`src/rtl/cp_clk_pkg.sv`:
```
// Constants, types and register map of the call processor clock/power control
// Summary of operation
// RQ1 - Six modes: full, low, their idle and their gated forms.
// RQ2 - Full speed runs core and peripherals on reference or PLL clock.
// RQ3 - Idle modes hold core and DMA memory requests until an interrupt.
// RQ4 - Idle keeps peripherals clocked; any peripheral interrupt wakes.
// RQ5 - Low speed runs core and enabled peripherals on the crystal.
// RQ6 - Low speed left only by software switch or low idle/gated entry.
// RQ7 - Gated modes stop core and peripheral clocks; switch logic runs.
// RQ8 - Gated modes keep the real-time clock running on the crystal; here only while control bit 1 is set.
// RQ9 - Gated modes exit only on an asynchronous wake pin.
// RQ10 - A source select write makes the switch logic change source.
// RQ11 - Writing 1 to pause bit 0 starts idle entry.
// RQ12 - Idle entered only once outstanding memory operations complete.
// RQ13 - Software sets gate-all before pausing to reach a gated mode.
// RQ14 - Waking from idle or gated returns to full speed by itself.
// RQ15 - Writing 1 to management bit 2 selects the crystal clock.
// RQ16 - Waking from low idle resumes on the reference clock.
// RQ17 - Software can stop each peripheral's clock.
// RQ18 - After reset the core runs from the reference clock.
// RQ19 - Every source change is glitch-free, no shortened pulse.
package cp_clk_pkg;
    localparam int unsigned ADDR_W = 8;
    localparam logic [ADDR_W-1:0] PAUSE_OFFS = 8'h00;
    localparam logic [ADDR_W-1:0] CLK_MGMT_OFFS = 8'h04;
    localparam logic [ADDR_W-1:0] CLK_STAT_OFFS = 8'h14;
    localparam logic [ADDR_W-1:0] CLK_CTRL_OFFS = 8'h18;
    localparam logic [ADDR_W-1:0] PERIPH_EN_OFFS = 8'h2c;
    localparam logic [ADDR_W-1:0] IRQ_STAT_OFFS = 8'h58;
    localparam logic [ADDR_W-1:0] IRQ_MASK_OFFS = 8'h5c;

    localparam int unsigned PAUSE_BIT = 0;
    localparam int unsigned MGMT_PLL_BIT = 0;
    localparam int unsigned MGMT_SLOW_BIT = 2;
    localparam int unsigned CTRL_GATE_BIT = 0;
    localparam int unsigned CTRL_RTC_XTAL_BIT = 1;
    localparam int unsigned STAT_MODE_LSB = 0;
    localparam int unsigned STAT_SRC_LSB = 4;
    localparam int unsigned STAT_SWITCHING_BIT = 6;
    localparam int unsigned STAT_HOLD_BIT = 7;

    localparam int unsigned IRQ_W = 3;
    localparam int unsigned IRQ_IDLE_BIT = 0;
    localparam int unsigned IRQ_WAKE_BIT = 1;
    localparam int unsigned IRQ_SWITCH_BIT = 2;

    localparam logic PERIPH_EN_RESET_BIT = 1'b1;
    localparam logic [IRQ_W-1:0] IRQ_MASK_RESET = 3'h0;
    localparam logic [1:0] RESP_OKAY = 2'h0;
    localparam logic [1:0] RESP_SLVERR = 2'h2;

    // Break-before-make gap around every source change
    localparam int unsigned CLOCK_MHZ = 250;
    localparam int unsigned SWITCH_GAP_NS = 40;
    localparam int unsigned SWITCH_GAP_CYCLES =
        (SWITCH_GAP_NS * CLOCK_MHZ + 999) / 1000;
    localparam int unsigned GAP_W = 8;

    typedef enum logic [1:0] {SRC_REF, SRC_PLL, SRC_XTAL} src_t;
    typedef enum logic [2:0] {
        MODE_FULL, MODE_LOW, MODE_DRAIN, MODE_FULL_IDLE, MODE_LOW_IDLE,
        MODE_FULL_GATED, MODE_LOW_GATED
    } mode_t;
    typedef enum logic [1:0] {SW_STEADY, SW_BREAK, SW_MAKE} sw_t;

    typedef struct packed {
        src_t src_sel;
        logic [2:0] src_en;
        logic core_en;
        logic switch_en;
        logic rtc_en;
    } clk_out_t;
endpackage

```
`src/rtl/cp_clock_power_mode_control.sv`:
```
// Call processor clock source switching and power mode controller
//
// The AXI4-Lite interface to the registers and the register offsets were decided locally.
`timescale 1ns/1ps
module cp_clock_power_mode_control #(
    parameter int unsigned NUM_PERIPH = 16,
    parameter int unsigned NUM_ASYNC = 4,
    parameter int unsigned NUM_IRQ = 32
) (
    input wire logic i_clock,
    input wire logic i_rst,
    input wire logic i_awvalid,
    output logic o_awready,
    input wire logic [31:0] i_awaddr,
    input wire logic i_wvalid,
    output logic o_wready,
    input wire logic [31:0] i_wdata,
    input wire logic [3:0] i_wstrb,
    output logic o_bvalid,
    input wire logic i_bready,
    output logic [1:0] o_bresp,
    input wire logic i_arvalid,
    output logic o_arready,
    input wire logic [31:0] i_araddr,
    output logic o_rvalid,
    input wire logic i_rready,
    output logic [31:0] o_rdata,
    output logic [1:0] o_rresp,
    input wire logic i_mem_busy,
    input wire logic [NUM_IRQ-1:0] i_irq_lines,
    input wire logic [NUM_ASYNC-1:0] i_async_wake,
    output cp_clk_pkg::clk_out_t o_clk,
    output logic [NUM_PERIPH-1:0] o_periph_clk_en,
    output logic o_mem_hold,
    output logic o_irq
);
    import cp_clk_pkg::*;

    logic aw_ready_q;
    logic w_ready_q;
    logic b_valid_q;
    logic [1:0] b_resp_q;
    logic ar_ready_q;
    logic r_valid_q;
    logic [31:0] r_data_q;
    logic [1:0] r_resp_q;
    logic [ADDR_W-1:0] wr_addr_q;
    logic [31:0] wr_data_q;
    logic [3:0] wr_strb_q;
    logic wr_fire;
    logic wr_hit;
    logic [31:0] wr_mask;
    logic [31:0] wr_ones;

    logic pll_sel_q;
    logic slow_sel_q;
    logic gate_all_q;
    logic rtc_xtal_q;
    logic [NUM_PERIPH-1:0] periph_en_q;
    logic [IRQ_W-1:0] irq_stat_q;
    logic [IRQ_W-1:0] irq_mask_q;
    logic [IRQ_W-1:0] irq_set;
    logic [IRQ_W-1:0] irq_clr;
    logic [IRQ_W-1:0] irq_stat_d;

    mode_t mode_q;
    sw_t sw_q;
    src_t src_q;
    src_t target;
    src_t sw_target_q;
    logic [GAP_W-1:0] gap_q;
    logic [2:0] src_en_q;
    logic pause_req;
    logic wake_any;
    logic wake_async;
    logic waking;
    logic gated;
    logic stay_gated;
    logic steady_mode;
    logic [NUM_ASYNC-1:0] async_s1_q;
    logic [NUM_ASYNC-1:0] async_s2_q;
    logic [NUM_ASYNC-1:0] async_s3_q;

    // Bus write side: address and data are taken in either order
    assign wr_fire = !aw_ready_q && !w_ready_q && !b_valid_q;
    assign wr_mask = {{8{wr_strb_q[3]}}, {8{wr_strb_q[2]}},
                      {8{wr_strb_q[1]}}, {8{wr_strb_q[0]}}};
    assign wr_ones = wr_data_q & wr_mask;

    always_comb
    begin
        case (wr_addr_q)
            PAUSE_OFFS, CLK_MGMT_OFFS, CLK_STAT_OFFS, CLK_CTRL_OFFS,
            PERIPH_EN_OFFS, IRQ_STAT_OFFS, IRQ_MASK_OFFS: wr_hit = 1'b1;
            default: wr_hit = 1'b0;
        endcase
    end

    always_ff @(posedge i_clock)
    begin
        if (i_rst)
        begin
            aw_ready_q <= 1'b1;
            w_ready_q <= 1'b1;
            b_valid_q <= 1'b0;
            b_resp_q <= RESP_OKAY;
            wr_addr_q <= '0;
            wr_data_q <= '0;
            wr_strb_q <= '0;
        end
        else
        begin
            if (i_awvalid && aw_ready_q)
            begin
                aw_ready_q <= 1'b0;
                wr_addr_q <= i_awaddr[ADDR_W-1:0];
            end
            if (i_wvalid && w_ready_q)
            begin
                w_ready_q <= 1'b0;
                wr_data_q <= i_wdata;
                wr_strb_q <= i_wstrb;
            end
            if (wr_fire)
            begin
                b_valid_q <= 1'b1;
                b_resp_q <= wr_hit ? RESP_OKAY : RESP_SLVERR;
            end
            if (b_valid_q && i_bready)
            begin
                b_valid_q <= 1'b0;
                aw_ready_q <= 1'b1;
                w_ready_q <= 1'b1;
            end
        end
    end

    // Bus read side: data is sampled on the address handshake
    always_ff @(posedge i_clock)
    begin
        if (i_rst)
        begin
            ar_ready_q <= 1'b1;
            r_valid_q <= 1'b0;
            r_data_q <= '0;
            r_resp_q <= RESP_OKAY;
        end
        else if (i_arvalid && ar_ready_q)
        begin
            ar_ready_q <= 1'b0;
            r_valid_q <= 1'b1;
            r_resp_q <= RESP_OKAY;
            r_data_q <= '0;
            case (i_araddr[ADDR_W-1:0])
                PAUSE_OFFS:
                    r_data_q[PAUSE_BIT] <= (mode_q != MODE_FULL)
                        && (mode_q != MODE_LOW);
                CLK_MGMT_OFFS:
                begin
                    r_data_q[MGMT_PLL_BIT] <= pll_sel_q;
                    r_data_q[MGMT_SLOW_BIT] <= slow_sel_q;
                end
                CLK_STAT_OFFS:
                begin
                    r_data_q[STAT_MODE_LSB +: 3] <= mode_q;
                    r_data_q[STAT_SRC_LSB +: 2] <= src_q;
                    r_data_q[STAT_SWITCHING_BIT] <= (sw_q != SW_STEADY);
                    r_data_q[STAT_HOLD_BIT] <= o_mem_hold;
                end
                CLK_CTRL_OFFS:
                begin
                    r_data_q[CTRL_GATE_BIT] <= gate_all_q;
                    r_data_q[CTRL_RTC_XTAL_BIT] <= rtc_xtal_q;
                end
                PERIPH_EN_OFFS: r_data_q[NUM_PERIPH-1:0] <= periph_en_q;
                IRQ_STAT_OFFS: r_data_q[IRQ_W-1:0] <= irq_stat_q;
                IRQ_MASK_OFFS: r_data_q[IRQ_W-1:0] <= irq_mask_q;
                default: r_resp_q <= RESP_SLVERR;
            endcase
        end
        else if (r_valid_q && i_rready)
        begin
            r_valid_q <= 1'b0;
            ar_ready_q <= 1'b1;
        end
    end

    // Control registers written by software
    assign pause_req = wr_fire && (wr_addr_q == PAUSE_OFFS)
        && wr_ones[PAUSE_BIT]; // RQ11

    always_ff @(posedge i_clock)
    begin
        if (i_rst)
        begin
            pll_sel_q <= 1'b0; // RQ18
            slow_sel_q <= 1'b0; // RQ18
        end
        else if (waking)
        begin
            // Wake forces full speed; from a low-speed mode it lands on the
            // reference clock since the PLL may have been left unlocked
            slow_sel_q <= 1'b0; // RQ14
            if (mode_q == MODE_LOW_IDLE || mode_q == MODE_LOW_GATED)
                pll_sel_q <= 1'b0; // RQ16
        end
        else if (wr_fire && wr_addr_q == CLK_MGMT_OFFS)
        begin
            if (wr_strb_q[0])
            begin
                pll_sel_q <= wr_data_q[MGMT_PLL_BIT]; // RQ10
                slow_sel_q <= wr_data_q[MGMT_SLOW_BIT]; // RQ15
            end
        end
    end

    always_ff @(posedge i_clock)
    begin
        if (i_rst)
        begin
            gate_all_q <= 1'b0;
            rtc_xtal_q <= 1'b0;
        end
        else if (wr_fire && wr_addr_q == CLK_CTRL_OFFS && wr_strb_q[0])
        begin
            gate_all_q <= wr_data_q[CTRL_GATE_BIT];
            rtc_xtal_q <= wr_data_q[CTRL_RTC_XTAL_BIT];
        end
    end

    always_ff @(posedge i_clock)
    begin
        if (i_rst)
            periph_en_q <= {NUM_PERIPH{PERIPH_EN_RESET_BIT}};
        else if (wr_fire && wr_addr_q == PERIPH_EN_OFFS)
            periph_en_q <= (periph_en_q & ~wr_mask[NUM_PERIPH-1:0])
                | wr_ones[NUM_PERIPH-1:0]; // RQ17
    end

    // Asynchronous wake pins; a level counts once stages two and three agree
    always_ff @(posedge i_clock)
    begin
        if (i_rst)
        begin
            async_s1_q <= '0;
            async_s2_q <= '0;
            async_s3_q <= '0;
        end
        else
        begin
            async_s1_q <= i_async_wake;
            async_s2_q <= async_s1_q;
            async_s3_q <= async_s2_q;
        end
    end

    assign wake_async = |(async_s2_q & async_s3_q); // RQ9
    assign wake_any = (|i_irq_lines) || wake_async; // RQ4
    assign gated = (mode_q == MODE_FULL_GATED) || (mode_q == MODE_LOW_GATED);
    // Clocks come back on the same edge that drops the memory hold
    assign stay_gated = gated && !waking;
    assign steady_mode = (mode_q == MODE_FULL) || (mode_q == MODE_LOW);
    assign waking = ((mode_q == MODE_FULL_IDLE || mode_q == MODE_LOW_IDLE)
        && wake_any) || (gated && wake_async); // RQ9

    // Power mode sequencing; full or low follows the requested source, so
    // a wake reads as full speed while the switch back is still running
    always_ff @(posedge i_clock)
    begin
        if (i_rst)
            mode_q <= MODE_FULL; // RQ18
        else
        begin
            case (mode_q) // RQ1
                MODE_FULL, MODE_LOW:
                    if (pause_req)
                        mode_q <= MODE_DRAIN; // RQ11
                    else
                        mode_q <= (target == SRC_XTAL) ? MODE_LOW
                            : MODE_FULL; // RQ6
                MODE_DRAIN:
                    // Wait for the bus to go quiet and any switch to finish
                    if (!i_mem_busy && sw_q == SW_STEADY) // RQ12
                    begin
                        if (gate_all_q) // RQ13
                            mode_q <= (src_q == SRC_XTAL) ? MODE_LOW_GATED
                                : MODE_FULL_GATED; // RQ7
                        else
                            mode_q <= (src_q == SRC_XTAL) ? MODE_LOW_IDLE
                                : MODE_FULL_IDLE; // RQ3
                    end
                MODE_FULL_IDLE, MODE_LOW_IDLE, MODE_FULL_GATED,
                MODE_LOW_GATED:
                    if (waking)
                        mode_q <= MODE_FULL; // RQ14
                default: mode_q <= MODE_FULL;
            endcase
        end
    end

    // Break-before-make source switching: every source gate is closed for a
    // full gap before the select moves, so no runt pulse can reach a clock
    always_comb
    begin
        if (slow_sel_q)
            target = SRC_XTAL; // RQ5
        else if (pll_sel_q)
            target = SRC_PLL; // RQ2
        else
            target = SRC_REF; // RQ2
    end

    always_ff @(posedge i_clock)
    begin
        if (i_rst)
        begin
            sw_q <= SW_STEADY;
            src_q <= SRC_REF; // RQ18
            sw_target_q <= SRC_REF;
            src_en_q <= 3'h1;
            gap_q <= '0;
        end
        else
        begin
            case (sw_q)
                SW_STEADY:
                begin
                    if (steady_mode && target != src_q) // RQ10
                    begin
                        sw_target_q <= target;
                        src_en_q <= 3'h0; // RQ19
                        gap_q <= GAP_W'(SWITCH_GAP_CYCLES - 1);
                        sw_q <= SW_BREAK;
                    end
                end
                SW_BREAK:
                begin
                    if (gap_q == '0)
                    begin
                        src_q <= sw_target_q; // RQ19
                        gap_q <= GAP_W'(SWITCH_GAP_CYCLES - 1);
                        sw_q <= SW_MAKE;
                    end
                    else
                        gap_q <= gap_q - 1'b1;
                end
                SW_MAKE:
                begin
                    if (gap_q == '0)
                    begin
                        src_en_q <= 3'h1 << src_q; // RQ19
                        sw_q <= SW_STEADY;
                    end
                    else
                        gap_q <= gap_q - 1'b1;
                end
                default: sw_q <= SW_STEADY;
            endcase
        end
    end

    // Clock gate and hold outputs
    always_ff @(posedge i_clock)
    begin
        if (i_rst)
        begin
            o_clk <= '{src_sel: SRC_REF, src_en: 3'h1, core_en: 1'b1,
                       switch_en: 1'b1, rtc_en: 1'b1};
            o_periph_clk_en <= '0;
            o_mem_hold <= 1'b0;
        end
        else
        begin
            o_clk.src_sel <= src_q;
            // The selected source stays open in gated modes to clock the
            // switching logic itself
            o_clk.src_en <= src_en_q; // RQ7
            o_clk.core_en <= !stay_gated; // RQ7
            o_clk.switch_en <= 1'b1;
            o_clk.rtc_en <= !stay_gated || rtc_xtal_q; // RQ8
            o_periph_clk_en <= stay_gated ? '0 : periph_en_q; // RQ4 RQ17
            o_mem_hold <= !steady_mode && !waking; // RQ3
        end
    end

    // Interrupt status: a hardware set wins over a software clear
    always_comb
    begin
        irq_set = '0;
        irq_set[IRQ_IDLE_BIT] = (mode_q == MODE_DRAIN) && !i_mem_busy
            && (sw_q == SW_STEADY);
        irq_set[IRQ_WAKE_BIT] = waking;
        irq_set[IRQ_SWITCH_BIT] = (sw_q == SW_MAKE) && (gap_q == '0);
        irq_clr = '0;
        if (wr_fire && wr_addr_q == IRQ_STAT_OFFS)
            irq_clr = wr_ones[IRQ_W-1:0];
        irq_stat_d = (irq_stat_q & ~irq_clr) | irq_set;
    end

    always_ff @(posedge i_clock)
    begin
        if (i_rst)
        begin
            irq_stat_q <= '0;
            irq_mask_q <= IRQ_MASK_RESET;
            o_irq <= 1'b0;
        end
        else
        begin
            irq_stat_q <= irq_stat_d;
            if (wr_fire && wr_addr_q == IRQ_MASK_OFFS)
                irq_mask_q <= (irq_mask_q & ~wr_mask[IRQ_W-1:0])
                    | wr_ones[IRQ_W-1:0];
            o_irq <= |(irq_stat_d & irq_mask_q);
        end
    end

    assign o_awready = aw_ready_q;
    assign o_wready = w_ready_q;
    assign o_bvalid = b_valid_q;
    assign o_bresp = b_resp_q;
    assign o_arready = ar_ready_q;
    assign o_rvalid = r_valid_q;
    assign o_rdata = r_data_q;
    assign o_rresp = r_resp_q;
endmodule // cp_clock_power_mode_control

```
`config.mk`:
```
export PLATFORM = sky130hd
export DESIGN_NAME = cp_clock_power_mode_control
export DESIGN_NICKNAME = d
export VERILOG_FILES = /design/src/rtl/cp_clk_pkg.sv /design/src/rtl/cp_clock_power_mode_control.sv
export SDC_FILE = /design/constraint.sdc
export NUM_CORES = 1
export LEC_CHECK = 0
export BUFFER_PORTS_ARGS = -buffer_cell sky130_fd_sc_hd__buf_2
export CORE_MARGIN = 4
export CORE_UTILIZATION = 35
export DETAILED_ROUTE_END_ITERATION = 10
export PLACE_DENSITY = 0.63
export SYNTH_ARGS = -nofsm -noshare
export SYNTH_HDL_FRONTEND = slang
export SYNTH_SLANG_ARGS = --single-unit
```
`constraint.sdc`:
```
create_clock -name i_clock -period 2.3 [get_ports i_clock]
set_input_delay 0.46 -clock i_clock [delete_from_list [all_inputs] [get_ports i_clock]]
set_output_delay 0.46 -clock i_clock [all_outputs]
set_load 0.005 [all_outputs]
```
After elaboration in Yosys (flattened, before gate mapping)
Cells that the tools add are included.

Flip-flop bits (word level): 135. Input port bits: 144. Output and inout port bits: 67. Word-level logic and storage cells: 188.

Add/sub/neg operators: 1. Eq/ne operators: 31. Shift operators: 1. Muxes and demuxes: 39. Bitwise gates (word level): 12. Reduce and logical (&&, ||, !) cells: 69.

Operators with widths (count): $and 16x16->16 (2); $eq 8x5->1 const B (4); $eq 8x7->1 const B (4); $mux 8 (4); $reduce_or 32->1 (1); $logic_and 1x1->1 (25); $logic_not 8->1 (3); $pmux 8 s3 (1); $mux 3 (7); $eq 8x3->1 const B (2); $eq 8x6->1 const B (2); $mux 2 (8); $not 16->16 (1); $or 16x16->16 (1); $reduce_or 7->1 (2); $mux 1 (12); $reduce_and 3->1 (4); $ne 2x2->1 const B (5); $pmux 1 s5 (2); $reduce_bool 2->1 (5); $and 3x3->3 (3); $eq 3x3->1 const B (3); $pmux 3 s3 (1); $pmux 4 s2 (1); other kinds (24) (50).

Longest topological paths before layout
Gate-level depths: netlist (run 1).

Word-level depth: 10. Mapped depth: 9. Gate-level depth less buffers: 7.

Worst setup path after synthesis (run 1)
No wires, ideal clock.

Path kind: register -> register. Start: reg sw_q[1]. End: reg mode_q[0]. Library setup time: 0.070 ns. Arrival time: 1.805 ns. Required time: 2.230 ns. Path slack: 0.424 ns. Stages on the path, launching flop included: 9. Path buffers: 1. Period minus slack after synthesis: 1.876 ns. Cells stage by stage: dfxtp_1 inv_1 ha_1 buf_4 or3b_4 a22oi_2 a21oi_2 or4_1 a21oi_1.

Cells in the longest elaborated chain, start to end: 4.

Ends and longest elaborated chain: from (decl) (line cp_clock_power_mode_control.sv:67) `sw_t sw_q;`; from (signal assigned) (line cp_clock_power_mode_control.sv:317) `sw_q <= SW_STEADY;`; from (signal assigned) (line cp_clock_power_mode_control.sv:333) `sw_q <= SW_BREAK;`; from (signal assigned) (line cp_clock_power_mode_control.sv:342) `sw_q <= SW_MAKE;`; $logic_not 2->1 (line cp_clock_power_mode_control.sv:283) `if (!i_mem_busy && sw_q == SW_STEADY)`; $logic_and 1x1->1 (line cp_clock_power_mode_control.sv:283); $ne 2x2->1 (no line); $reduce_and 2->1 (no line); to (signal assigned) (line cp_clock_power_mode_control.sv:279) `mode_q <= (target == SRC_XTAL) ? MODE_LOW`; to (signal assigned) (line cp_clock_power_mode_control.sv:286) `mode_q <= (src_q == SRC_XTAL) ? MODE_LOW_GATED`; to (signal assigned) (line cp_clock_power_mode_control.sv:289) `mode_q <= (src_q == SRC_XTAL) ? MODE_LOW_IDLE`; to (decl) (line cp_clock_power_mode_control.sv:66) `mode_t mode_q;`.

Every way passes these cells. A chain may end at the register's enable or synchronous reset.

Worst setup path after layout (run 1)
Start: reg sw_q[0]. End: reg mode_q[0].

Same word-level chain as after synthesis.

==> impl_metrics.env, run 1 <==
export IMPL_status="finished, final reports clean"
export IMPL_seqPwrFrac=0.445
export IMPL_p_clk_frac=0.493
export IMPL_drive_gt1_frac=0.240
export IMPL_gp_congestion=0.827
export IMPL_preCtsSetupSlack_ns=0.234
export IMPL_port_buffers=125
export IMPL_postCtsHoldBufs=0
export IMPL_synth_area_sq_um=5590
export IMPL_tritoncts="built"
export IMPL_p_int_mw=4.15
export IMPL_cts_sinks=132
export IMPL_setup_viol=0
export IMPL_dr_pass1_iters=5
export IMPL_tightest_slew_ns=0.723
export IMPL_synth_common_cells="132 x dfxtp_1, 98 x nand2_1, 65 x a21oi_1"
export IMPL_period_minus_slack_ns=1.93
export IMPL_crit_arrival_ns=2.26
export IMPL_grt_usage=0.155
export IMPL_antenna_found_initial=0
export IMPL_timing_final_crit_share=0.838
export IMPL_critical_path_max_fanout=6
export IMPL_drcViolationCount=0
export IMPL_drtIter0Drc=298
export IMPL_yosysWarnings=0
export IMPL_clk_pin_slew_ns=0.06
export IMPL_antenna_left=0
export IMPL_synth_ff_type="dfxtp_1"
export IMPL_r2r_slack_ns=0.37
export IMPL_seq_area_frac_synth=0.473
export IMPL_cts_buffers_inserted=17
export IMPL_post_cts_resized=0
export IMPL_synth_distinct_cells=66
export IMPL_nNetsFinal=918
export IMPL_critPathLaunchType="flop"
export IMPL_swShare=0.229
export IMPL_gr_total_overflow=0
export IMPL_avgSynthCellArea_sq_um=8.71
export IMPL_worstHoldStart="i_async_wake[2]"
export IMPL_relSlewSlack=0.517
export IMPL_p_leak_nw=2.97
export IMPL_post_cts_buffers=0
export IMPL_via_per_inst=4.86
export IMPL_synthCells=642
export IMPL_routedWlPerCell_microns=14.1
export IMPL_hold_ws_ns=0.257
export IMPL_ys_ff_latch=132
export IMPL_worstSkewPairLatency_ns=0.42
export IMPL_clockBufferDepth=2
export IMPL_wirelength_microns=14000
export IMPL_slew_viol_final=0
export IMPL_synthDominantCellAreaShare=0.473
export IMPL_die_y_microns=134
export IMPL_setup_tns_ns=0
export IMPL_grt_pass1_wl_microns=22700
export IMPL_chipWidth_microns=134
export IMPL_hold_path_depth=2
export IMPL_drv_cap=0
export IMPL_rows=45
export IMPL_cts_htree_levels=4
export IMPL_peakVddDrop_v=0.000436
export IMPL_n_antenna_cell=0
export IMPL_finalHoldViolCount=0
export IMPL_worstReg2RegStart="sw_q[0]$_SDFFE_PP0P_"
export IMPL_r2r_worst_path_cells=7
export IMPL_endpoint_kind="flop"
export IMPL_core_area_sq_um=15400
export IMPL_start_util=0.362
export IMPL_min_to="async_s1_q[2]$_SDFF_PP0_"
export IMPL_finalWorstSetupSlack_ns=0.372
export IMPL_crit_required_ns=2.63
export IMPL_r2r_end="mode_q[0]$_SDFFE_PP0P_"
export IMPL_rsz0062_at_grt="no"
export IMPL_hp_class="primary input to flop"
export IMPL_power_density_nw_per_um2=771
export IMPL_synth_largest_area_cell="dfxtp_1"
export IMPL_grt_max_degree=88
export IMPL_hpwl_microns=10100
export IMPL_synth_edff_count=0
export IMPL_finClkSkew_ns=0.0154
export IMPL_area_growth_pct=25.0
export IMPL_synthArstFlopShare=0
export IMPL_synth_most_common_cell="dfxtp_1"
export IMPL_critPathKind="flop to flop"
export IMPL_vias=4810
export IMPL_combPwrFrac=0.062
export IMPL_io_pins=211
export IMPL_grt_pass1_vias=4471
export IMPL_ys_top_cells_by_area="dfxtp_1 47%, nand2_1 6.6%, a21oi_1 5.8%, mux2i_1 4.1%, nand3_1 2.8%"
export IMPL_switchingPower_mw=1.23
export IMPL_fmax_mhz=519
export IMPL_die_area_sq_um=18100
export IMPL_cts_root_buf="clkbuf_16"
[layout make-up]
| cell class | count | area, sq um |
|---|---|---|
| fill | 1591 | 8440 |
| sequential | 132 | 2640 |
| multi-input combinational | 456 | 2660 |
| clock buffer | 20 | 457 |
| timing repair buffer | 143 | 773 |
| tap | 211 | 264 |
| inverter | 17 | 63.8 |
| clock inverter | 11 | 126 |
[worst max-delay path by stage]
stage	endpoint	startpoint	cells after the start	slack (ns)
global placement	mode_q[1]$_SDFFE_PP0P_	i_irq_lines[17]	6	0.21
floorplan	mode_q[0]$_SDFFE_PP0P_	sw_q[1]$_SDFFE_PP0P_	8	0.42
finish	mode_q[0]$_SDFFE_PP0P_	sw_q[0]$_SDFFE_PP0P_	7	0.37
detailed placement	mode_q[1]$_SDFFE_PP0P_	i_irq_lines[17]	6	0.23
global route	o_irq$_SDFF_PP0_	wr_addr_q[3]$_SDFFE_PP0P_	5	0.22
CTS	mode_q[0]$_SDFFE_PP0P_	sw_q[0]$_SDFFE_PP0P_	7	0.38
[critical path: stages, from the launching register on]
cell     delay [ns]
dfxtp_1        0.35
inv_1          0.09
ha_1           0.16
or3b_4         0.39
a22oi_2        0.14
a21oi_2        0.09
or4_1          0.49
a21oi_1        0.13
[logic make-up (layout without fill, tap and decap cells)]
| group | count (synthesis) | count (layout) | share of synthesized area |
|---|---|---|---|
| AOI/OAI and AO/OA | 137 | 137 | 0.148 |
| xor gates and xnor gates | 5 | 5 | 0.00784 |
| other | 2 | 19 | 0.00134 |
| DFF | 132 | 132 | 0.473 |
| buffers and inverters | 71 | 191 | 0.0631 |
| muxes | 24 | 24 | 0.0432 |
| and+or+nand+nor | 264 | 264 | 0.248 |
| adders and majority gates | 7 | 7 | 0.0157 |
[power groups by stage]
stage          logic (mW)  registers, mW  clock network [mW]
5_1_grt             0.375           2.41                2.83
6_report            0.332           2.40                2.65
4_1_cts             0.336           2.40                2.72
3_5_place_dp        0.335           2.45                   0
2_1_floorplan       0.197           2.44                   0
3_3_place_gp        0.332           2.45                   0
[layer usage]
metal	GRT usage	vias to the layer above	part of all wire
met1	0.211	2217	0.47
met3	0.0349	6	0.059
met5	0	-	0
met2	0.244	134	0.46
li1	-	2453	-
met4	0.0486	0	0.0067
[placed cells by master, fill, tap and decap left out, types with 9 or more instances in the layout]
cell type	n
nor3_1	12
nand2_1	98
mux2i_1	23
a21oi_1	65
o21ai_0	22
nand3_1	31
inv_1	16
conb_1	19
nor2b_1	23
and2_1	19
nor2_1	27
buf_4	17
clkbuf_16	17
dfxtp_1	132
buf_2	125
nor4_1	9
[metrics by stage]
stage | area, sq um | power, mW | util | std cells
floorplan | 5650 | 2.64 | - | 659
global placement | 6400 | 2.78 | 0.415 | 959
detailed placement | 6400 | 2.78 | 0.415 | 959
CTS | 6980 | 5.46 | 0.453 | 990
global route | 6980 | 5.61 | 0.453 | 990
finish | 6980 | 5.38 | 0.453 | 990
(Power assumes the default switching activity.)
==> run 2: changes to the inputs <==
--- a/config.mk
+++ b/config.mk
@@ -5,11 +5,12 @@
 export SDC_FILE = /design/constraint.sdc
 export NUM_CORES = 1
 export LEC_CHECK = 0
+export ABC_AREA = 1
 export BUFFER_PORTS_ARGS = -buffer_cell sky130_fd_sc_hd__buf_2
 export CORE_MARGIN = 4
 export CORE_UTILIZATION = 35
 export DETAILED_ROUTE_END_ITERATION = 10
-export PLACE_DENSITY = 0.63
+export PLACE_DENSITY = 0.66
 export SYNTH_ARGS = -nofsm -noshare
 export SYNTH_HDL_FRONTEND = slang
 export SYNTH_SLANG_ARGS = --single-unit
==> constraint.sdc (replaced) <==
create_clock -name i_clock -period 1.65 [get_ports i_clock]
set_input_delay 0.33 -clock i_clock [delete_from_list [all_inputs] [get_ports i_clock]]
set_output_delay 0.33 -clock i_clock [all_outputs]
set_load 0.005 [all_outputs]
==> run 2 against run 1 <==
Against the previous run:
- synthesized cell count grew 16%
- combinational power rose to 6.3 times the previous value
- clock-buffer cell count down 2
- worst setup slack got worse by 0.26 ns
- first-iteration DRC count decreased by 13%
- final cell count rose by 12%
- maximum frequency increased by 26%
- register-to-register slack got worse by 0.26 ns
- utilization rose by 1.6 points
- non-clock buffer count grew 6
- largest power group unchanged
==> impl_metrics.env, run 2 <==
export IMPL_critPathKind="flop to flop"
export IMPL_nNetsFinal=1039
export IMPL_synth_ff_type="dfxtp_1"
export IMPL_dr_pass1_iters=5
export IMPL_critical_path_max_fanout=5
export IMPL_ys_ff_latch=132
export IMPL_finClkSkew_ns=0.0127
export IMPL_rows=45
export IMPL_crit_arrival_ns=1.84
export IMPL_synth_edff_count=0
export IMPL_n_antenna_cell=0
export IMPL_fin_util=0.469
export IMPL_rsz0062_at_grt="no"
export IMPL_placedInstanceArea_sq_um=6500
export IMPL_io_pins=211
export IMPL_synth_compound_area_frac=0.163
export IMPL_worstReg2RegStart="sw_q[1]$_SDFFE_PP0P_"
export IMPL_routedWlPerCell_microns=12.7
export IMPL_timing_final_crit_share=0.930
export IMPL_antenna_found_initial=1
export IMPL_via_per_inst=4.50
export IMPL_synthCells=742
export IMPL_gr_total_overflow=0
export IMPL_crit_required_ns=1.96
export IMPL_drtIter0Drc=260
export IMPL_r2r_end="gap_q[7]$_SDFFE_PP0P_"
export IMPL_power_density_nw_per_um2=1360
export IMPL_drive_gt1_frac=0.246
export IMPL_cts_htree_levels=4
export IMPL_area_growth_pct=29.7
export IMPL_preCtsSetupSlack_ns=0.0303
export IMPL_avgSynthCellArea_sq_um=7.49
export IMPL_cts_sinks=132
export IMPL_clk_pin_slew_ns=0.06
export IMPL_hpwl_microns=10400
export IMPL_p_total_mw=9.77
export IMPL_antenna_left=0
export IMPL_hold_path_depth=2
export IMPL_p_leak_nw=3.43
export IMPL_cts_root_buf="clkbuf_16"
export IMPL_worstSkewPairLatency_ns=0.43
export IMPL_synthAdderAreaFrac=0.0158
export IMPL_hp_class="primary input to flop"
export IMPL_chipWidth_microns=134
export IMPL_synth_top_family_by_area="simple AND/OR/NAND/NOR gates"
export IMPL_peakVddDrop_v=0.00114
export IMPL_setup_tns_ns=0
export IMPL_die_y_microns=134
export IMPL_seq_area_frac_synth=0.476
export IMPL_r2r_worst_path_cells=7
export IMPL_endpoint_kind="flop"
export IMPL_synth_most_common_cell="dfxtp_1"
export IMPL_wirelength_microns=14100
export IMPL_drv_cap=0
export IMPL_tritoncts="built"
export IMPL_finalInstanceArea_sq_um=7200
export IMPL_worstHoldStart="i_wvalid"
export IMPL_synthArstFlopShare=0
export IMPL_setup_viol=0
export IMPL_min_to="o_wready$_SDFFE_PP1P_"
export IMPL_yosys_area_share_simple=0.229
export IMPL_core_area_sq_um=15400
export IMPL_grt_max_degree=39
export IMPL_vias=5004
export IMPL_gp_congestion=0.859
export IMPL_finalWorstSetupSlack_ns=0.116
export IMPL_yosysWarnings=0
export IMPL_synth_common_cells="132 x dfxtp_1, 116 x nor2_1, 114 x nand2_1"
export IMPL_fmax_mhz=652
export IMPL_synth_xor_area_frac=0.00315
export IMPL_synth_area_sq_um=5560
export IMPL_port_buffers=125
export IMPL_layout_common_cells="129 x dfxtp_1, 125 x buf_2, 113 x nor2_1, 112 x nand2_1, 94 x inv_1"
export IMPL_ys_top_cells_by_area="dfxtp_1 48%, nor2_1 7.8%, nand2_1 7.7%, inv_1 6.4%, o21ai_0 6.3%"
export IMPL_postCtsHoldBufs=0
export IMPL_synth_largest_area_cell="dfxtp_1"
export IMPL_synth_distinct_cells=40
export IMPL_slew_viol_final=0
export IMPL_period_minus_slack_ns=1.53
export IMPL_fillers=1543
export IMPL_grt_usage=0.156
export IMPL_final_common_cell="dfxtp_1"
export IMPL_grt_pass1_vias=4740
export IMPL_start_util=0.361
export IMPL_finalHoldViolCount=0
export IMPL_cts_buffers_inserted=17
export IMPL_status="finished, final reports clean"
export IMPL_drcViolationCount=0
export IMPL_grt_pass1_wl_microns=22300
export IMPL_r2r_slack_ns=0.12
export IMPL_synth_area_mux_share=0
export IMPL_die_area_sq_um=18000
export IMPL_synthDominantCellAreaShare=0.476
export IMPL_critPathLaunchType="flop"
export IMPL_clockBufferDepth=2
run 2: cell types whose count changed after synthesis, moves of 7 or more:
cell	previous run	this run
and2_1	19	0
inv_1	16	95
nor2b_1	23	0
nand2_1	98	114
o21ai_0	22	70
a21oi_1	65	58
nand2b_1	7	0
nor2_1	27	116
a31oi_1	7	0
o211ai_1	5	17
mux2i_1	23	0
run 2: critical path: stages, from the launching register on:
cell     delay (ns)
dfxtp_1        0.38
inv_1          0.08
ha_1           0.20
or2_2          0.36
nand3_2        0.14
nor2_1         0.05
o21ai_0        0.15
nor2_1         0.07
run 2: what timing repair did:
action / in CTS / in global routing
setup endpoints to repair: 0 / 23
setup buffers: 0 / 1
endpoints found under the hold margin: 0 / 0
gates resized for setup: 0 / 15
run 2: cell type report:
| class | count | area, sq um | area share |
|---|---|---|---|
| clock buffers | 18 | 439 | 0.0610 |
| clock inverters | 14 | 189 | 0.0262 |
| inverters | 102 | 384 | 0.0533 |
| multi-input cells | 486 | 2400 | 0.333 |
| flip-flops and latches | 132 | 2650 | 0.367 |
| well taps | 211 | 264 | 0.0367 |
| repair buffers | 149 | 881 | 0.122 |
run 2: how the worst max path moves through the flow:
stage,endpoint,from,slack (ns)
floorplan,gap_q[7]$_SDFFE_PP0P_,sw_q[0]$_SDFFE_PP0P_,0.17
global placement,o_periph_clk_en[12]$_SDFF_PP0_,i_irq_lines[4],0.05
detailed placement,gap_q[7]$_SDFFE_PP0P_,sw_q[0]$_SDFFE_PP0P_,0.03
CTS,gap_q[5]$_SDFFE_PP0P_,sw_q[0]$_SDFFE_PP0P_,0.02
global route,gap_q[7]$_SDFFE_PP0P_,sw_q[1]$_SDFFE_PP0P_,0.002
finish,gap_q[7]$_SDFFE_PP0P_,sw_q[1]$_SDFFE_PP0P_,0.12
run 2: layer usage:
metal / wire length, microns / global-route usage / vias up
met1: 6230 / 0.190 / 2228
met4: 176 / 0.0514 / 2
li1: - / - / 2649
met5: 12 / 0 / -
met3: 828 / 0.0525 / 16
met2: 6860 / 0.259 / 109
run 2: through the flow:
stage	instances	hold WS [ns]
2_1_floorplan	759	0.388
3_3_place_gp	1078	0.389
3_5_place_dp	1078	0.392
4_1_cts	1110	0.0923
5_1_grt	1112	0.116
6_report	1112	0.113
run 2: cells by family (layout without fill, tap and decap cells):
| kind of cell | count (synthesis) | count (layout) |
|---|---|---|
| other cells | 2 | 19 |
| simple gates | 295 | 296 |
| flops | 132 | 132 |
| compound gates | 162 | 162 |
| xor+xnor | 2 | 2 |
| buf+inv | 142 | 283 |
| fa+ha+maj | 7 | 7 |
run 2: power by group:
group,internal [mW],switching [mW]
Clock,2.46,1.51
Combinational,0.807,1.29
Sequential,3.50,0.190
Total,6.77,2.99
==> run 3: changes to the inputs <==
--- a/config.mk
+++ b/config.mk
@@ -7,10 +7,9 @@
 export LEC_CHECK = 0
 export ABC_AREA = 1
 export BUFFER_PORTS_ARGS = -buffer_cell sky130_fd_sc_hd__buf_2
-export CORE_MARGIN = 4
 export CORE_UTILIZATION = 35
 export DETAILED_ROUTE_END_ITERATION = 10
-export PLACE_DENSITY = 0.66
+export PLACE_DENSITY_LB_ADDON = 0.2
 export SYNTH_ARGS = -nofsm -noshare
 export SYNTH_HDL_FRONTEND = slang
 export SYNTH_SLANG_ARGS = --single-unit
==> constraint.sdc (replaced) <==
create_clock -name i_clock -period 1.65 [get_ports i_clock]
set_input_delay 0.165 -clock i_clock [delete_from_list [all_inputs] [get_ports i_clock]]
set_output_delay 0.165 -clock i_clock [all_outputs]
set_load 0.005 [all_outputs]
==> run 3 against run 2 <==
Against the previous run:
- clock-buffer cell count is the same
- global-route usage grew 2.4 points
- wire length shrank 1.6%
- sequential share of layout area shrank 0.23 points
- critical path type unchanged
- maximum frequency grew 0.69%
- clock power shrank 6.8%
- critical path depth grew 1
- final cell count grew 1.3%
- critical endpoint is now gap_q[3]$_SDFFE_PP0P_
- non-clock buffer count grew 15
==> impl_metrics.env, run 3 (synthesis gave the netlist of run 2 again) <==
export IMPL_status="finished, final reports clean"
export IMPL_cts_htree_levels=4
export IMPL_via_per_inst=4.45
export IMPL_cp_num_buf_inv=2
export IMPL_setup_viol=0
export IMPL_tritoncts="built"
export IMPL_critPathLaunchType="flop"
export IMPL_hp_class="primary input to flop"
export IMPL_worstReg2RegStart="sw_q[1]$_SDFFE_PP0P_"
export IMPL_peakVddDrop_v=0.000815
export IMPL_die_y_microns=128
export IMPL_wirelength_microns=13900
export IMPL_critical_path_max_fanout=4
export IMPL_hpwl_microns=10100
export IMPL_antenna_left=0
export IMPL_start_util=0.361
export IMPL_seq_area_sq_um=2650
export IMPL_drv_cap=0
export IMPL_rows=45
export IMPL_finClkSkew_ns=0.0100
export IMPL_cpMostUsedCell="nand2_1"
export IMPL_vias=5014
export IMPL_fmax_mhz=656
export IMPL_min_to="wr_data_q[14]$_SDFFE_PP0P_"
export IMPL_gr_total_overflow=0
export IMPL_p_total_mw=9.57
export IMPL_clockBufferDepth=2
export IMPL_finalWorstSetupSlack_ns=0.126
export IMPL_io_pins=211
export IMPL_setup_tns_ns=0
export IMPL_area_growth_pct=30.4
export IMPL_critPathKind="flop to flop"
export IMPL_r2r_end="gap_q[3]$_SDFFE_PP0P_"
export IMPL_antenna_found_initial=0
export IMPL_max_stage_delay_ns=0.37
export IMPL_period_minus_slack_ns=1.52
export IMPL_multiInputGateArea_sq_um=2370
export IMPL_grt_pass1_wl_microns=22800
export IMPL_crit_arrival_ns=1.81
export IMPL_preCtsSetupSlack_ns=0.0582
export IMPL_layout_common_cells="130 x dfxtp_1, 125 x buf_2, 115 x nor2_1, 112 x nand2_1, 94 x inv_1"
export IMPL_routedWlPerCell_microns=12.3
export IMPL_die_area_sq_um=16400
export IMPL_chipWidth_microns=128
export IMPL_drtIter0Drc=314
export IMPL_grt_pass1_vias=4732
export IMPL_worstHoldStart="i_wdata[14]"
export IMPL_finalHoldViolCount=0
export IMPL_grt_usage=0.180
export IMPL_rsz0062_at_grt="yes"
export IMPL_port_buffers=125
export IMPL_core_area_sq_um=15400
export IMPL_n_antenna_cell=0
export IMPL_power_density_nw_per_um2=1320
export IMPL_slew_viol_final=0
export IMPL_placedInstanceArea_sq_um=6490
export IMPL_critical_path_slowest_cell="dfxtp_1"
export IMPL_gp_congestion=0.813
export IMPL_fillers=1558
export IMPL_worstSkewPairLatency_ns=0.42
export IMPL_cts_buffers_inserted=17
export IMPL_clk_pin_slew_ns=0.06
export IMPL_cts_root_buf="clkbuf_16"
export IMPL_cts_sinks=132
export IMPL_crit_required_ns=1.94
export IMPL_cp_top_family="simple AND/OR/NAND/NOR gates"
export IMPL_timing_final_crit_share=0.923
export IMPL_finalInstanceArea_sq_um=7240
export IMPL_endpoint_kind="flop"
export IMPL_drive_gt1_frac=0.237
export IMPL_grt_max_degree=43
export IMPL_crit_chain="inv_1 -> ha_1 -> or2_2 -> buf_4 -> nand2_1 -> nand3_1 -> nand2_1 -> a21oi_1"
export IMPL_dr_pass1_iters=4
export IMPL_r2r_slack_ns=0.13
export IMPL_drcViolationCount=0
export IMPL_r2r_worst_path_cells=8
export IMPL_final_common_cell="dfxtp_1"
export IMPL_hold_ws_ns=0.00670
export IMPL_p_leak_nw=3.45
export IMPL_nNetsFinal=1053
export IMPL_hold_path_depth=3
run 3: changes by cell type in the layout (fill, tap and decap cells not counted), moves of 2 or more:
| cell | change |
|---|---|
| buf_12 | -3 |
| buf_4 | +4 |
| clkinv_2 | +3 |
| dlygate4sd3_1 | +14 |
| inv_6 | -2 |
| nor2_1 | +2 |
| nor2_2 | -2 |
run 3: area by class of cell:
type,instances,area share
sequential,132,0.365
multi-input combinational,485,0.328
timing repair buffer,164,0.137
clock buffer,18,0.0592
tap,211,0.0364
inverter,102,0.0534
clock inverter,14,0.0212
run 3: worst max-delay path by stage:
stage                                         start                       to  depth (start not counted)
after floorplan                sw_q[0]$_SDFFE_PP0P_    gap_q[7]$_SDFFE_PP0P_                          7
after detailed placement       sw_q[0]$_SDFFE_PP0P_    gap_q[7]$_SDFFE_PP0P_                          7
after CTS                 wr_addr_q[4]$_SDFFE_PP0P_                     flop                          7
after global placement         sw_q[0]$_SDFFE_PP0P_    gap_q[7]$_SDFFE_PP0P_                          7
after global routing      wr_addr_q[6]$_SDFFE_PP0P_  rtc_xtal_q$_SDFFE_PP0P_                          8
final                          sw_q[1]$_SDFFE_PP0P_    gap_q[3]$_SDFFE_PP0P_                          8
run 3: per-layer routing:
layer,wire length (microns),global-route usage
met1,6620,0.231
met2,6520,0.297
met3,601,0.0472
met4,143,0.0533
met5,0,0
run 3: metrics by stage:
| step | instances | util |
|---|---|---|
| after floorplan | 759 | - |
| after global placement | 1079 | 0.422 |
| after CTS | 1125 | 0.469 |
| after detailed placement | 1079 | 0.422 |
| after global routing | 1126 | 0.471 |
| final | 1126 | 0.471 |
run 3: worst min-delay path, stage by stage:
cell,delay (ns)
buf_2,0.08
o21ai_0,0.07
nor2_1,0.07
run 3: report_power, final:
part	total (mW)	switching, mW	internal (mW)
logic	2.18	1.30	0.885
clock network	3.71	1.47	2.24
registers	3.67	0.168	3.50
run 3: what timing repair did:
| item | in CTS | in global routing |
|---|---|---|
| hold buffers | 14 | 0 |
| endpoints found under the hold margin | 14 | 0 |
| setup endpoints to repair | 0 | 25 |
| buffers inserted | 0 | 1 |
| resized for setup | 0 | 10 |
